### config.mk
export PLATFORM = sky130hd
export DESIGN_NAME = uai_user_application_entity
export DESIGN_NICKNAME = d
export VERILOG_FILES = /design/src/verilog/uai_pkg.sv /design/src/verilog/uai_user_application_entity.sv
export SDC_FILE = /design/constraint.sdc
export NUM_CORES = 1
export LEC_CHECK = 0
export ABC_AREA = 1
export BUFFER_PORTS_ARGS = -buffer_cell sky130_fd_sc_hd__buf_2
export CORE_MARGIN = 10
export CORE_UTILIZATION = 35
export CTS_BUF_LIST = sky130_fd_sc_hd__clkbuf_8 sky130_fd_sc_hd__clkbuf_16
export DETAILED_ROUTE_END_ITERATION = 8
export GPL_TIMING_DRIVEN = 0
export SLEW_MARGIN = 20
export SYNTH_ARGS = -nofsm -noshare
export SYNTH_HDL_FRONTEND = slang
export SYNTH_SLANG_ARGS = --single-unit
### constraint.sdc
create_clock -name clock_i -period 13.5 [get_ports clock_i]
set_input_delay 2.7 -clock clock_i [delete_from_list [all_inputs] [get_ports clock_i]]
set_output_delay 2.7 -clock clock_i [all_outputs]
set_load 0.1 [all_outputs]
### src/verilog/uai_pkg.sv
package uai_pkg;

    // ***********************************************************
    // register map
    // ***********************************************************
    localparam logic [7:0] ADDR_CTRL = 8'h00;
    localparam logic [7:0] ADDR_DIO = 8'h04;
    localparam logic [7:0] ADDR_UMI = 8'h08;
    localparam logic [7:0] ADDR_STATUS = 8'h0C;
    localparam logic [7:0] ADDR_DATA = 8'h10;
    localparam logic [7:0] ADDR_INFO = 8'h14;

    // ***********************************************************
    // field positions
    // ***********************************************************
    localparam int CTRL_QEN_LSB = 0;
    localparam int CTRL_SYSRST_BIT = 8;
    localparam int DIO_OE_LSB = 8;
    localparam int UMI_OE_LSB = 4;
    localparam int ST_CONFIG_BIT = 0;
    localparam int ST_READY_BIT = 1;
    localparam int ST_BUSY_BIT = 2;
    localparam int ST_SLOT_LSB = 4;
    localparam int ST_CARRIER_LSB = 8;
    localparam int ST_DIO_LSB = 12;
    localparam int ST_UMI_LSB = 20;
    localparam int ST_BURST_LSB = 24;
    localparam int INFO_COUNT_LSB = 8;

    // ***********************************************************
    // reset values and counts
    // ***********************************************************
    localparam logic [5:0] RST_QUEUE_EN = 6'h00;
    localparam logic [7:0] RST_DIGITAL_IO_OUTPUT = 8'h00;
    localparam logic [7:0] RST_DIO_OE_N = 8'hFF;
    localparam logic [3:0] RST_INTERCONNECT_OUTPUT = 4'h0;
    localparam logic [3:0] RST_UMI_OE_N = 4'hF;
    localparam logic RST_SYSRST_N = 1'b1;
    localparam int WAIT_LIMIT_CYCLES = 16;
    localparam int NUM_QUEUES = 6;
    localparam int WORD_W = 32;

    // ***********************************************************
    // types
    // ***********************************************************
    typedef enum logic [1:0] {
        ST_IDLE,
        ST_REQ,
        ST_WAIT
    } uai_fsm_t;

    typedef struct packed {
        logic [NUM_QUEUES-1:0] data_valid;
        logic [NUM_QUEUES-1:0] word_available;
        logic [NUM_QUEUES-1:0] burst_possible;
    } uai_queue_flags_t;

    typedef struct packed {
        logic [7:0] addr;
        logic [31:0] wdata;
        logic wr;
        logic rd;
    } uai_reg_req_t;

endpackage

### src/verilog/uai_user_application_entity.sv
`timescale 1ns/1ps
// Contract
// - The module reset is asynchronous and active high and holds all state at its reset values while high, with output enables high and reset request at one.
// - The configuration input is active low, a low level meaning configuration is asserted.
// - Each of the eight digital lines is driven only while its own active-low enable is low.
// - Each of the four interconnect lines is driven only while its own active-low enable is low.
// - The system reset request output stays at one unless the application deliberately uses it.
// - The slot identifier and carrier identifier arrive as four-bit inputs.
// - With separate FIFO clocks, input queue logic runs on the read clock the top returns.
// - With separate FIFO clocks, a write clock source is driven for the output queues.
// - With a common FIFO clock, only the shared clock source is driven and used.
// - Six input queues each give valid, word-available and burst flags plus 32-bit data.
// - Interface port names are reserved and not reused for unrelated internal signals.
module uai_user_application_entity #(
    parameter bit COMMON_FIFO_CLOCK = 1'b0,
    parameter int WAIT_LIMIT = uai_pkg::WAIT_LIMIT_CYCLES,
    parameter int COUNT_W = 24
) (
    // clock, enable, reset; port names kept as reserved interface names
    input wire logic clock_i,
    input wire logic ce_i,
    input wire logic rst_i,
    // general module inputs
    input wire logic config_n_i,
    input wire logic [3:0] slot_identifier_i,
    input wire logic [3:0] carrier_identifier_i,
    // digital io
    input wire logic [7:0] digital_io_input_i,
    output logic [7:0] digital_io_output_o,
    output logic [7:0] digital_io_output_enable_n_o,
    // interconnect
    input wire logic [3:0] interconnect_input_i,
    output logic [3:0] interconnect_output_o,
    output logic [3:0] interconnect_output_enable_n_o,
    // system reset request
    output logic system_reset_request_n_o,
    // fifo clock sources
    output logic fifo_read_clock_source_o,
    output logic fifo_write_clock_source_o,
    output logic shared_fifo_clock_source_o,
    // input queues
    input wire uai_pkg::uai_queue_flags_t in_queue_flags_i,
    input wire logic [5:0][31:0] in_queue_data_i,
    output logic [5:0] in_queue_read_request_o,
    // register port
    input wire uai_pkg::uai_reg_req_t reg_req_i,
    output logic [31:0] reg_rdata_o
);

    // ***********************************************************
    // parameter checks
    // ***********************************************************
    if (WAIT_LIMIT < 2 || WAIT_LIMIT > 255) begin : g_bad_wait
        $error("WAIT_LIMIT must lie in 2..255");
    end
    if (COUNT_W < 1 || COUNT_W > 24) begin : g_bad_count
        $error("COUNT_W must lie in 1..24");
    end

    // ***********************************************************
    // state
    // ***********************************************************
    typedef struct packed {
        uai_pkg::uai_fsm_t fsm;
        logic [5:0] queue_en;
        logic sysrst_n;
        logic [7:0] digital_io_output;
        logic [7:0] dio_oe_n;
        logic [3:0] interconnect_output;
        logic [3:0] umi_oe_n;
        logic [5:0] read_req;
        logic [2:0] cur_q;
        logic [2:0] last_q;
        logic [7:0] wait_cnt;
        logic [31:0] data;
        logic ready;
        logic [COUNT_W-1:0] count;
        logic [31:0] rdata;
        logic clk_div;
    } uai_state_t;

    uai_state_t state_ff;
    uai_state_t nxt_state;

    // round-robin pick of the next queue after the last served one
    function automatic logic [3:0] pick_queue(input logic [5:0] cand, input logic [2:0] last);
        logic [3:0] res;
        logic [2:0] idx;
        res = 4'h8;
        for (int k = 5; k >= 0; k--) begin
            idx = 3'((32'(last) + 1 + k) % 6);
            if (cand[idx]) begin
                res = {1'b0, idx};
            end
        end
        return res;
    endfunction

    function automatic logic [31:0] status_word(input uai_state_t s, input logic cfg_n,
                                                input logic [3:0] slot,
                                                input logic [3:0] carrier,
                                                input logic [7:0] dio,
                                                input logic [3:0] umi,
                                                input logic [5:0] burst);
        logic [31:0] w;
        w = 32'h0000_0000;
        w[uai_pkg::ST_CONFIG_BIT] = ~cfg_n;
        w[uai_pkg::ST_READY_BIT] = s.ready;
        w[uai_pkg::ST_BUSY_BIT] = (s.fsm != uai_pkg::ST_IDLE);
        w[uai_pkg::ST_SLOT_LSB +: 4] = slot;
        w[uai_pkg::ST_CARRIER_LSB +: 4] = carrier;
        w[uai_pkg::ST_DIO_LSB +: 8] = dio;
        w[uai_pkg::ST_UMI_LSB +: 4] = umi;
        w[uai_pkg::ST_BURST_LSB +: 6] = burst;
        return w;
    endfunction

    // ***********************************************************
    // next state
    // ***********************************************************
    always_comb begin
        logic [3:0] sel;
        logic [31:0] wd;
        sel = pick_queue(in_queue_flags_i.word_available & state_ff.queue_en, state_ff.last_q);
        wd = reg_req_i.wdata;
        nxt_state = state_ff;
        nxt_state.read_req = 6'h00;
        nxt_state.rdata = 32'h0000_0000;
        // clock source toggling on each cycle with ce_i high, for the returned fifo clock(s)
        nxt_state.clk_div = ~state_ff.clk_div;

        // register writes
        if (reg_req_i.wr) begin
            case (reg_req_i.addr)
                uai_pkg::ADDR_CTRL: begin
                    nxt_state.queue_en = wd[uai_pkg::CTRL_QEN_LSB +: 6];
                    nxt_state.sysrst_n = ~wd[uai_pkg::CTRL_SYSRST_BIT];
                end
                uai_pkg::ADDR_DIO: begin
                    nxt_state.digital_io_output = wd[7:0];
                    nxt_state.dio_oe_n = wd[uai_pkg::DIO_OE_LSB +: 8];
                end
                uai_pkg::ADDR_UMI: begin
                    nxt_state.interconnect_output = wd[3:0];
                    nxt_state.umi_oe_n = wd[uai_pkg::UMI_OE_LSB +: 4];
                end
                default: begin
                end
            endcase
        end

        // register reads, data present the next cycle only
        if (reg_req_i.rd) begin
            case (reg_req_i.addr)
                uai_pkg::ADDR_CTRL: begin
                    nxt_state.rdata[uai_pkg::CTRL_QEN_LSB +: 6] = state_ff.queue_en;
                    nxt_state.rdata[uai_pkg::CTRL_SYSRST_BIT] = ~state_ff.sysrst_n;
                end
                uai_pkg::ADDR_DIO: begin
                    nxt_state.rdata[7:0] = state_ff.digital_io_output;
                    nxt_state.rdata[uai_pkg::DIO_OE_LSB +: 8] = state_ff.dio_oe_n;
                end
                uai_pkg::ADDR_UMI: begin
                    nxt_state.rdata[3:0] = state_ff.interconnect_output;
                    nxt_state.rdata[uai_pkg::UMI_OE_LSB +: 4] = state_ff.umi_oe_n;
                end
                uai_pkg::ADDR_STATUS: begin
                    nxt_state.rdata = status_word(state_ff, config_n_i,
                                                  slot_identifier_i, carrier_identifier_i,
                                                  digital_io_input_i, interconnect_input_i,
                                                  in_queue_flags_i.burst_possible);
                end
                uai_pkg::ADDR_DATA: begin
                    nxt_state.rdata = state_ff.data;
                    nxt_state.ready = 1'b0;
                end
                uai_pkg::ADDR_INFO: begin
                    nxt_state.rdata[2:0] = state_ff.last_q;
                    nxt_state.rdata[uai_pkg::INFO_COUNT_LSB +: COUNT_W] = state_ff.count;
                end
                default: begin
                end
            endcase
        end

        // input queue reader
        case (state_ff.fsm)
            uai_pkg::ST_IDLE: begin
                // config asserted (low) holds the reader idle
                if (config_n_i && !state_ff.ready && !sel[3]) begin
                    nxt_state.cur_q = sel[2:0];
                    nxt_state.read_req[sel[2:0]] = 1'b1;
                    nxt_state.wait_cnt = 8'h00;
                    nxt_state.fsm = uai_pkg::ST_REQ;
                end
            end
            uai_pkg::ST_REQ: begin
                nxt_state.fsm = uai_pkg::ST_WAIT;
            end
            uai_pkg::ST_WAIT: begin
                if (in_queue_flags_i.data_valid[state_ff.cur_q]) begin
                    nxt_state.data = in_queue_data_i[state_ff.cur_q];
                    nxt_state.ready = 1'b1;
                    nxt_state.last_q = state_ff.cur_q;
                    nxt_state.count = state_ff.count + COUNT_W'(1);
                    nxt_state.fsm = uai_pkg::ST_IDLE;
                end else if (state_ff.wait_cnt == 8'(WAIT_LIMIT - 1)) begin
                    nxt_state.last_q = state_ff.cur_q;
                    nxt_state.fsm = uai_pkg::ST_IDLE;
                end else begin
                    nxt_state.wait_cnt = state_ff.wait_cnt + 8'h01;
                end
            end
            default: begin
                nxt_state.fsm = uai_pkg::ST_IDLE;
            end
        endcase
    end

    // ***********************************************************
    // registers
    // ***********************************************************
    always_ff @(posedge clock_i or posedge rst_i) begin
        if (rst_i) begin
            state_ff <= '0;
            state_ff.fsm <= uai_pkg::ST_IDLE;
            state_ff.queue_en <= uai_pkg::RST_QUEUE_EN;
            state_ff.sysrst_n <= uai_pkg::RST_SYSRST_N;
            state_ff.digital_io_output <= uai_pkg::RST_DIGITAL_IO_OUTPUT;
            state_ff.dio_oe_n <= uai_pkg::RST_DIO_OE_N;
            state_ff.interconnect_output <= uai_pkg::RST_INTERCONNECT_OUTPUT;
            state_ff.umi_oe_n <= uai_pkg::RST_UMI_OE_N;
        end else if (ce_i) begin
            state_ff <= nxt_state;
        end
    end

    // ***********************************************************
    // outputs
    // ***********************************************************
    assign digital_io_output_o = state_ff.digital_io_output;
    assign digital_io_output_enable_n_o = state_ff.dio_oe_n;
    assign interconnect_output_o = state_ff.interconnect_output;
    assign interconnect_output_enable_n_o = state_ff.umi_oe_n;
    assign system_reset_request_n_o = state_ff.sysrst_n;
    assign in_queue_read_request_o = state_ff.read_req;
    assign reg_rdata_o = state_ff.rdata;
    // clock_i is the returned fifo clock; unused sources are held low
    assign fifo_read_clock_source_o = COMMON_FIFO_CLOCK ? 1'b0 : state_ff.clk_div;
    assign fifo_write_clock_source_o = COMMON_FIFO_CLOCK ? 1'b0 : state_ff.clk_div;
    assign shared_fifo_clock_source_o = COMMON_FIFO_CLOCK ? state_ff.clk_div : 1'b0;

endmodule // uai_user_application_entity

; After elaboration in Yosys (flattened, before gate mapping)
; Index checks and enable logic that the tools add are counted.
[word_totals]
register_bits = 143
in_bits = 276
word_cells = 121
[op_classes]
add_sub_neg = 8
n_div = 6
magnitude_cmp = 9
n_eq_ne = 12
mux = 47
bitwise = 5
n_reduce_logical = 18
[op_table]
columns = operator, n
row1 = "remainder unit 32 x 3 -> 32 bit, second input constant", 6
row2 = binary-select mux 32 bit (select 3 bit), 1
row3 = "adder 32 x 2 -> 32 bit, second input constant", 2
row4 = "adder 32 x 3 -> 32 bit, second input constant", 2
row5 = 2-to-1 mux 32 bit, 2
row6 = 2-to-1 mux 25 bit, 2
row7 = one-hot mux 16 bit (3 select lines), 1
row8 = "adder 32 x 1 -> 32 bit, second input constant", 1
row9 = "less-than comparator 3 x 4 -> 1 bit, second input constant", 8
row10 = one-hot mux 7 bit (4 select lines), 1
row11 = "adder 24 x 1 -> 24 bit, second input constant", 1
row12 = "== test 8 x 4 -> 1 bit, second input constant", 3
row13 = 2-to-1 mux 4 bit, 6
row14 = 2-to-1 mux 8 bit, 3
row15 = binary-select mux 1 bit (select 3 bit), 7
row16 = AND reduction 3 bit, 7
row17 = 2-to-1 mux 9 bit, 2
row18 = one-hot mux 3 bit (6 select lines), 1
row19 = "== test 8 x 5 -> 1 bit, second input constant", 2
row20 = one-hot mux 8 bit (2 select lines), 1
row21 = one-hot mux 3 bit (5 select lines), 1
row22 = 2-to-1 mux 1 bit, 10
row23 = "adder 8 x 1 -> 8 bit, second input constant", 1
row24 = "== test 8 x 3 -> 1 bit, second input constant", 1
row25 = 20 further kinds, 33

; Depth between registers and ports, before layout
; Gate-level depths: netlist of the first run.
[logic_depth]
word_depth = 17
mapped_depth = 30
mapped_depth_nobuf = 30

; Worst setup path after synthesis of the first run
; Ideal clock, no wire load.
[synth_path]
path_type = input to register
startpoint = input ce_i
endpoint = register state_ff[55] (netlist bit)
t_arrival_ns = 4.444
t_required_ns = 13.377
setup_slack_ns = 8.933
stages = 12
path_cell_list = clkbuf_1 -> inv_1 -> nor2_1 -> nand2_2 -> inv_2 -> nand4_2 -> nor2_2 -> nand3_1 -> or3_1 -> nor3_2 -> nand3_1 -> xor2_1
[synth_between]
elab_chain_len = 1
[synth_rtl]
columns = item, line
row1 = from (decl), uai_user_application_entity.sv:21  ; input wire logic ce_i,
row2 = AND reduction 3 bit (no source line), --
row3 = to (signal assigned), uai_user_application_entity.sv:234  ; state_ff <= nxt_state;
row4 = to (decl), uai_user_application_entity.sv:82  ; uai_state_t state_ff;
; Every way passes these cells.
; A chain may end at the register's enable or synchronous reset.

; Worst setup path in the final report of the first run
[layout_path]
startpoint = input reg_req_i[39] (netlist bit)
endpoint = register state_ff, in the netlist reg_rdata_o[24]
[layout_between]
elab_chain_len = 3
elab_cells_between_ends = 5
classes_between = eq/ne: 3 / mux: 2
[layout_rtl]
columns = item, line
row1 = from (decl), uai_user_application_entity.sv:46  ; input wire uai_pkg::uai_reg_req_t reg_req_i,
row2 = == test 8 x 5 -> 1 bit / == test 8 x 4 -> 1 bit (equally long branches), uai_user_application_entity.sv:154  ; case (reg_req_i.addr)
row3 = one-hot mux 16 bit (3 select lines) (*), uai_user_application_entity.sv:154
row4 = 2-to-1 mux 32 bit (*), uai_user_application_entity.sv:153  ; if (reg_req_i.rd) begin
; Every way passes the cells marked *; elsewhere a longest branch is shown, timed or not.

==> results by group, run 1 <==
Clocking
  • Clk slew on worst S/H paths: about 0.060 ns
  • # clock sinks: 143
  • Post-CTS Setup Bufs: 0
  • # H-tree levels: 4
  • Root buffer selected by CTS: clkbuf_16
  • CTS-repair resized insts: 0
  • Worst-case clock buffer depth: 2
  • # hold bufs at CTS: 0
  • CTS tree: built
  • CTS Buf Count: 17
  • Clk_lat worst skew: roughly 0.44 ns

Layout
  • Final std cells w/o fill: 2117
  • Commonest non-fill, non-tap cell in the layout: buf_2
  • Fin util: 0.4551
  • Layout cells sized above 1: 0.2986
  • Area delta synth->final: 27.03%
  • Most frequent cells in the layout: 325 x buf_2, 283 x nand2_1, 182 x o21ai_0, 160 x nor2_1, 130 x dfrtp_1
  • Post-route cell area: between 0.01 and 0.015 mm2
  • Layout Nets: 2023

GRT
  • Initial antenna violation count: 4
  • GR Overflow Total: 0
  • Overall Global Routing Usage: 0.2162
  • Largest net degree at the start of global routing: 100
  • First-pass GRT wire length: 61460 um
  • Vias in the first global route: approximately 11000

Floorplan
  • Die height: 189.3 um
  • Die area: roughly 0.036 mm2
  • Core Rows: 61
  • Placeable Area: 0.02801 mm2
  • Initial Util: 0.3583
  • Die width: approximately 190 um
  • IO Pins: roughly 340

Timing
  • F_max: a little over 200 MHz
  • Tmin final: a little under 5 ns
  • Worst Tran Pin Value: 0.8717 ns
  • Fin crit share: 0.3629
  • RSZ-0062 raised after global routing: no
  • Final hold vios: 0
  • Worst Skew: around 0.017 ns
  • Setup violations, final: 0
  • Final Max Tran Viols: 0
  • Setup_tns: 0 ns
  • Slew margin rel.: 0.4157

Power
  • Switching share of power: 0.5043
  • Pwr dens: 198.1 mW/mm2
  • Worst vdd ir: 104.7 uV
  • Clk network pwr share: 0.187
  • Psw: 1.273 mW
  • Comb pwr share: 0.573
  • Seq pwr share: 0.240
  • Leak: 6.408 nW
  • Pint: around 1.3 mW

Detailed routing
  • DRT Pass-1 Iters: 6
  • DRC: 0
  • Final wirelength: 40250 um
  • Remaining antenna violation count after routing: 0
  • 1st-iter DRT viols: 686
  • Via count: 10741
  • Vias per cell: 5.074
  • Wirelength per Cell: 19.01 um

Synth
  • Synth unique cells: 51
  • Total of warnings raised by yosys: 0
  • Syn Inst Count: 1382
  • Syn avg cell area: between 7 and 8 um2
  • Sequential area share after synthesis: 0.3582
  • FF+latch count, synth: 143
  • Mapped Nets: 1680
  • Mapped cell area: roughly 0.01 mm2

Critical path
  • Cell depth of the worst flop-to-flop path: 22
  • Worst path required time: roughly 14 ns
  • Critical Path Start Type: input port
  • CP Capture Type: flop
  • Top fanout value on the critical path: 10
  • Critical path type: in -> reg
  • Critical path arrival: 5.25 ns

Min path
  • Hold Path Class: reg -> reg
  • Hold path depth: 1

Flow run
  • Max_cap viols: 0

Outcome
  • Run status: finished clean

Placement
  • Dpl cell area: 0.01216 mm2
  • GP Congestion: 0.9420
  • Port-buffer cells: between 300 and 400
  • DPL Wire Length: between 30000 and 40000 um
  • Cell Count Post-Placement: 2084
## metal layers
layer / vias up / share of wire / global-route usage
li1: 5294 / - / -
met1: 5003 / 0.44 / 0.2744
met2: 395 / 0.46 / 0.3489
met3: 47 / 0.081 / 0.06340
met4: 2 / 0.020 / 0.06136
met5: - / 0.00032 / 0
## cells by family (layout without fill, tap and decap cells)
kind of cell	Yosys count	count (layout)	synth area share
buffers and inverters	240	596	0.1166
XOR/XNOR	26	26	0.02269
AND/OR/NAND/NOR	588	588	0.2547
other	1	2	0.0003737
flip-flops	143	143	0.3582
adder cells (fa/ha/maj)	22	22	0.02743
AO/OA/AOI/OAI	357	357	0.2144
multiplexers	5	5	0.005610
## cell type report
| type | instances | area, um2 |
|---|---|---|
| Sequential cell | 143 | 3595 |
| Clock inverter | 15 | 160.2 |
| Inverter | 113 | 439.2 |
| Tap cell | 378 | 473.0 |
| Fill cell | 2937 | 15260 |
| Buffer | 127 | 738.2 |
| Multi-Input combinational cell | 999 | 5271 |
| Antenna cell | 1 | 2.502 |
| Clock buffer | 17 | 425.4 |
| Timing Repair Buffer | 324 | 1644 |
## worst paths after layout
| check | from | end | slack [ns] |
|---|---|---|---|
| setup / recovery | reg_req_i[39] | reg_rdata_o[24] | 8.60 |
| hold / removal | state_ff[36] | state_ff[36] | 0.46 |
| setup reg to reg | state_ff[98] | state_ff[101] | 8.86 |
| hold reg to reg | state_ff[36] | state_ff[36] | 0.46 |
| max in group asynchronous | rst_i | state_ff[100] | 10.43 |
| min in group asynchronous | rst_i | reg_rdata_o[9] | 2.25 |
## worst max-delay path, stage by stage
cell	delay, ns
buf_2	0.10
nor4_1	0.62
nand2_1	0.20
nor3_2	0.71
nor2_1	0.08
inv_1	0.10
o21ai_0	0.21
clkbuf_1	0.30
o21ai_0	0.22
## flip-flops by register name, summed over array words and instances (netlist names)
signal / count
interconnect_output_o: 4
digital_io_output_enable_n_o: 8
fifo_read_clock_source_o: 1
interconnect_output_enable_n_o: 4
reg_rdata_o: 32
in_queue_read_request_o: 6
digital_io_output_o: 8
state_ff: 79
system_reset_request_n_o: 1
## synth_stat cells (all sizes together)
cell,instances,area share
a211oi,3,0.0022
a21boi,1,0.0011
a21oi,16,0.0084
a221o,2,0.0020
a221oi,25,0.022
a22o,4,0.0035
a31oi,33,0.021
a32o,1,0.0010
and2,1,0.00062
and3,1,0.00062
buf,72,0.053
clkbuf,55,0.021
clkinv,2,0.0012
conb,1,0.00037
dfrtp,130,0.32
dfstp,13,0.034
ha,22,0.027
inv,111,0.042
mux2,5,0.0056
nand2,307,0.12
nand3,67,0.036
nand3b,2,0.0015
nand4,16,0.012
nor2,166,0.064
nor3,15,0.0090
nor4,6,0.0044
o2111ai,2,0.0017
o211ai,2,0.0015
o21a,33,0.025
o21ai,199,0.10
o22ai,35,0.022
o31ai,1,0.00075
or2,6,0.0037
or3,1,0.00062
xor2,26,0.023
## metrics by stage
stage	hold WS (ns)	total power, mW	worst slack, ns
final	0.4631	2.525	8.602
after global routing	0.4915	2.743	8.337
after CTS	0.4693	2.524	8.638
after detailed placement	0.4617	2.046	8.186
after global placement	0.4574	2.026	5.189
after floorplan	0.4416	1.639	6.984
## power groups by stage
stage | clock [mW] | sequential [mW] | combinational (mW)
6_report | 0.473 | 0.606 | 1.45
3_5_place_dp | 0 | 0.611 | 1.44
3_3_place_gp | 0 | 0.610 | 1.42
5_1_grt | 0.499 | 0.615 | 1.63
4_1_cts | 0.481 | 0.603 | 1.44
2_1_floorplan | 0 | 0.572 | 1.07
Power figures use the tool's default switching activity.
==> inputs of run 2 (changes only) <==
Settings changed: ABC_AREA 1 to 0.
Clock period 13.5 ns to 4.88 ns, I/O delays scaled along.
==> results by group, run 2 <==
Detailed routing
  • Wirelength per Cell: 24.39 um (+28%)
  • 1st-iter DRT viols: 745 (+8.6%)
  • Remaining antenna violation count after routing: 0 (unchanged)
  • Final wirelength: 43660 um (+8.5%)
  • DRT Pass-1 Iters: 8 (+2)
  • DRC: 0 (unchanged)
  • Via count: 9998 (-6.9%)
  • Vias per cell: 5.585 (+10%)

Critical path
  • Critical path's most frequent cell: buf_6
  • CP max stage delay: 0.55 ns (-0.16 ns)
  • CP max-delay cell: or4b_4
  • CP Capture Type: flop
  • Critical path type: reg -> reg
  • Critical path arrival: 5.00 ns (-0.25 ns)
  • Critical Path Start Type: flop
  • Worst path required time: 5.20 ns (-8.65 ns)
  • Top fanout value on the critical path: 12 (+2)
  • Critical path cell sequence: buf_6 -> buf_6 -> inv_1 -> buf_4 -> ha_4 -> buf_4 -> clkinv_4 -> ha_4 -> or2_2 -> ha_1 -> nor4b_2 -> o22ai_2 -> or4b_4 -> and4_4 -> buf_6 -> clkinv_2 -> nor3_2 -> a31o_4 -> o21ai_2 -> mux2_4

Layout
  • Most frequent cells in the layout: 328 x buf_2, 128 x dfrtp_1, 86 x nor2_1, 74 x buf_4, 69 x a21oi_1
  • Reg with most FFs: state_ff
  • Area delta synth->final: 26.55%
  • Commonest non-fill, non-tap cell in the layout: buf_2
  • # diodes: 0 (-1)
  • Largest register FFs: 79 (unchanged)
  • Layout Nets: 1685 (-17%)
  • Layout cells sized above 1: 0.4350 (+0.1364)
  • Post-route cell area: 0.01323 mm2 (+3.8%)

GRT
  • GR Overflow Total: 0 (unchanged)
  • Global routing's busiest layer: met2
  • Met1 Track Usage GR: 0.2822 (+0.007829)
  • Largest net degree at the start of global routing: 99 (-1.0%)
  • Initial antenna violation count: 2 (-2)
  • Overall Global Routing Usage: 0.2268 (+0.01061)
  • GR Layer Usage met2: 0.3800 (+0.03106)
  • Vias in the first global route: 10360 (-4.4%)
  • First-pass GRT wire length: 64260 um (+4.6%)
  • Met3 layer usage reported by global route: 0.05782 (-0.005571)

Synth
  • FFs w/ async S/R, synth: 1.000 (unchanged)
  • Synth top cells by count: 130 x dfrtp_1, 86 x nor2_1, 69 x a21oi_1, 69 x buf_4, 68 x mux2_2
  • Post-synth top area share: 0.3111 (-0.01303)
  • Most frequent cell after synthesis: dfrtp_1
  • Mapped cell area: 0.01046 mm2 (+4.2%)
  • Mapped Nets: 1339 (-20%)
  • Syn avg cell area: 10.04 um2 (+38%)
  • Synth area leaders: dfrtp_1 31%, mux2_2 7.3%, mux4_2 7.3%
  • FF+latch count, synth: 143 (unchanged)
  • Syn Inst Count: 1041 (-25%)
  • Total of warnings raised by yosys: 0 (unchanged)
  • Synth Flop Type: dfrtp_1
  • Sequential area share after synthesis: 0.3438 (-0.01440)
  • EDFF count, synth: 0 (unchanged)
  • Synth unique cells: 105 (+110%)
  • Yosys top cell by area: dfrtp_1

Clocking
  • Root buffer selected by CTS: clkbuf_16
  • # clock sinks: 143 (unchanged)
  • CTS tree: built
  • # H-tree levels: 4 (unchanged)
  • CTS Buf Count: 17 (unchanged)
  • Clk_lat worst skew: 0.43 ns (about the same)
  • Clk slew on worst S/H paths: 0.06 ns (about the same)
  • Worst-case clock buffer depth: 2 (unchanged)

Timing
  • Worst Tran Pin Value: 1.037 ns (+0.1652 ns)
  • Slew margin rel.: 0.3072 (-0.1085)
  • Fin crit share: 0.9592
  • Setup ws final: 0.1993 ns (-8.402 ns)
  • Setup violations, final: 0 (unchanged)
  • Final hold vios: 0 (unchanged)
  • F_max: 213.6 MHz
  • Tmin final: 4.681 ns
  • Final Max Tran Viols: 0 (unchanged)
  • Setup_tns: 0 ns (unchanged)
  • Worst Skew: 0.01152 ns (-0.005706 ns)
  • RSZ-0062 raised after global routing: no

Power
  • Psw: 3.290 mW (+160%)
  • Comb pwr share: 0.592 (+0.019)
  • Pwr dens: 529.6 mW/mm2 (+170%)
  • Clk network pwr share: 0.179 (-0.008)
  • Worst vdd ir: 286.0 uV (+170%)
  • Pint: 3.718 mW (+200%)
  • Switching share of power: 0.4694 (-0.03483)
  • Final Power: 7.008 mW (+180%)
  • Leak: 6.069 nW (-5.3%)
  • Seq pwr share: 0.229 (-0.011)

Flow run
  • Max_cap viols: 0 (unchanged)

Placement
  • DPL Wire Length: 35520 um (+5.6%)
  • Port-buffer cells: 322 (-0.31%)
  • Dpl cell area: 0.01260 mm2 (+3.6%)
  • Dpl ws: -0.5975 ns (-8.783 ns)
  • GP Congestion: 0.9558 (+1.5%)

Outcome
  • Run status: finished clean

Floorplan
  • Placeable Area: 0.02956 mm2 (+5.5%)
  • Die height: 192.8 um (+1.9%)
  • Core Rows: 63 (+3.3%)
  • Die width: 192.8 um (+1.9%)
  • Die area: 0.03719 mm2 (+3.7%)
  • Initial Util: 0.3537 (-0.004553)
  • IO Pins: 342 (unchanged)

Min path
  • Hold Path Class: reg -> reg
-- run 2: area by class of cell --
cell class	instances	area [um2]
inverter	16	76.32
clock inverter	14	122.6
buffer	135	808.3
multi-input combinational	747	6032
tap	390	488.0
fill	2913	16330
timing repair buffer	327	1669
sequential	143	3597
clock buffer	18	439.2
-- run 2: cells by family after synthesis --
| group | Yosys count | share of synthesized area |
|---|---|---|
| other | 1 | 0.0003586 |
| muxes | 113 | 0.1576 |
| and+or+nand+nor | 265 | 0.1300 |
| DFF | 143 | 0.3438 |
| adders and majority gates | 23 | 0.02740 |
| AOI/OAI and AO/OA | 307 | 0.2259 |
| xor gates and xnor gates | 38 | 0.03255 |
| buffers and inverters | 151 | 0.08245 |
-- run 2: repair_timing --
action / 4_1_cts / 5_1_grt
pin swaps: 0 / 3
setup endpoints to repair: 18 / 14
hold buffers: 0 / 0
buffers inserted: 1 / 3
endpoints found under the hold margin: 0 / 0
gates resized for setup: 7 / 7
-- run 2: path summary, 6_finish.rpt --
path,slack [ns],start,cells past startpoint,to
setup / recovery,0.20,state_ff[98],20,state_ff[90]
hold / removal,0.48,state_ff[56],1,state_ff[56]
setup reg to reg,0.20,state_ff[98],20,state_ff[90]
hold reg to reg,0.48,state_ff[56],1,state_ff[56]
max in group asynchronous,3.53,rst_i,3,state_ff[99]
min in group asynchronous,0.53,rst_i,2,reg_rdata_o[13]
-- run 2: power by group through the flow --
| stage | clock [mW] | sequential (mW) | combinational, mW |
|---|---|---|---|
| final | 1.26 | 1.61 | 4.15 |
| after global routing | 1.33 | 1.62 | 4.47 |
| after CTS | 1.26 | 1.60 | 4.02 |
| after detailed placement | 0 | 1.64 | 3.96 |
| after global placement | 0 | 1.63 | 3.92 |
| after floorplan | 0 | 1.55 | 2.99 |
-- run 2: routing by layer --
layer  wire [um]  share of wire  up-vias
li1            -              -     4566
met5           7        0.00016        -
met4        1091          0.025        2
met1       18080           0.41     4937
met3        3343          0.077       49
met2       21140           0.48      444
-- run 2: worst max-delay path: cells and delay by family, from the launching register on --
| family | cells | cell delay, ns |
|---|---|---|
| AND/OR/NAND/NOR | 5 | 1.43 |
| buffers and inverters | 8 | 1.07 |
| adder cells (fa/ha/maj) | 3 | 0.81 |
| AO/OA/AOI/OAI | 3 | 0.54 |
| flip-flops | 1 | 0.40 |
| multiplexers | 1 | 0.31 |
-- run 2: through the flow --
stage | hold slack (ns) | utilization | instances
3_3_place_gp | 0.4553 | 0.4248 | 1753
6_report | 0.4753 | 0.4477 | 1790
2_1_floorplan | 0.4414 | - | 1041
5_1_grt | 0.5142 | 0.4477 | 1790
3_5_place_dp | 0.4663 | 0.4261 | 1754
4_1_cts | 0.4753 | 0.4459 | 1787
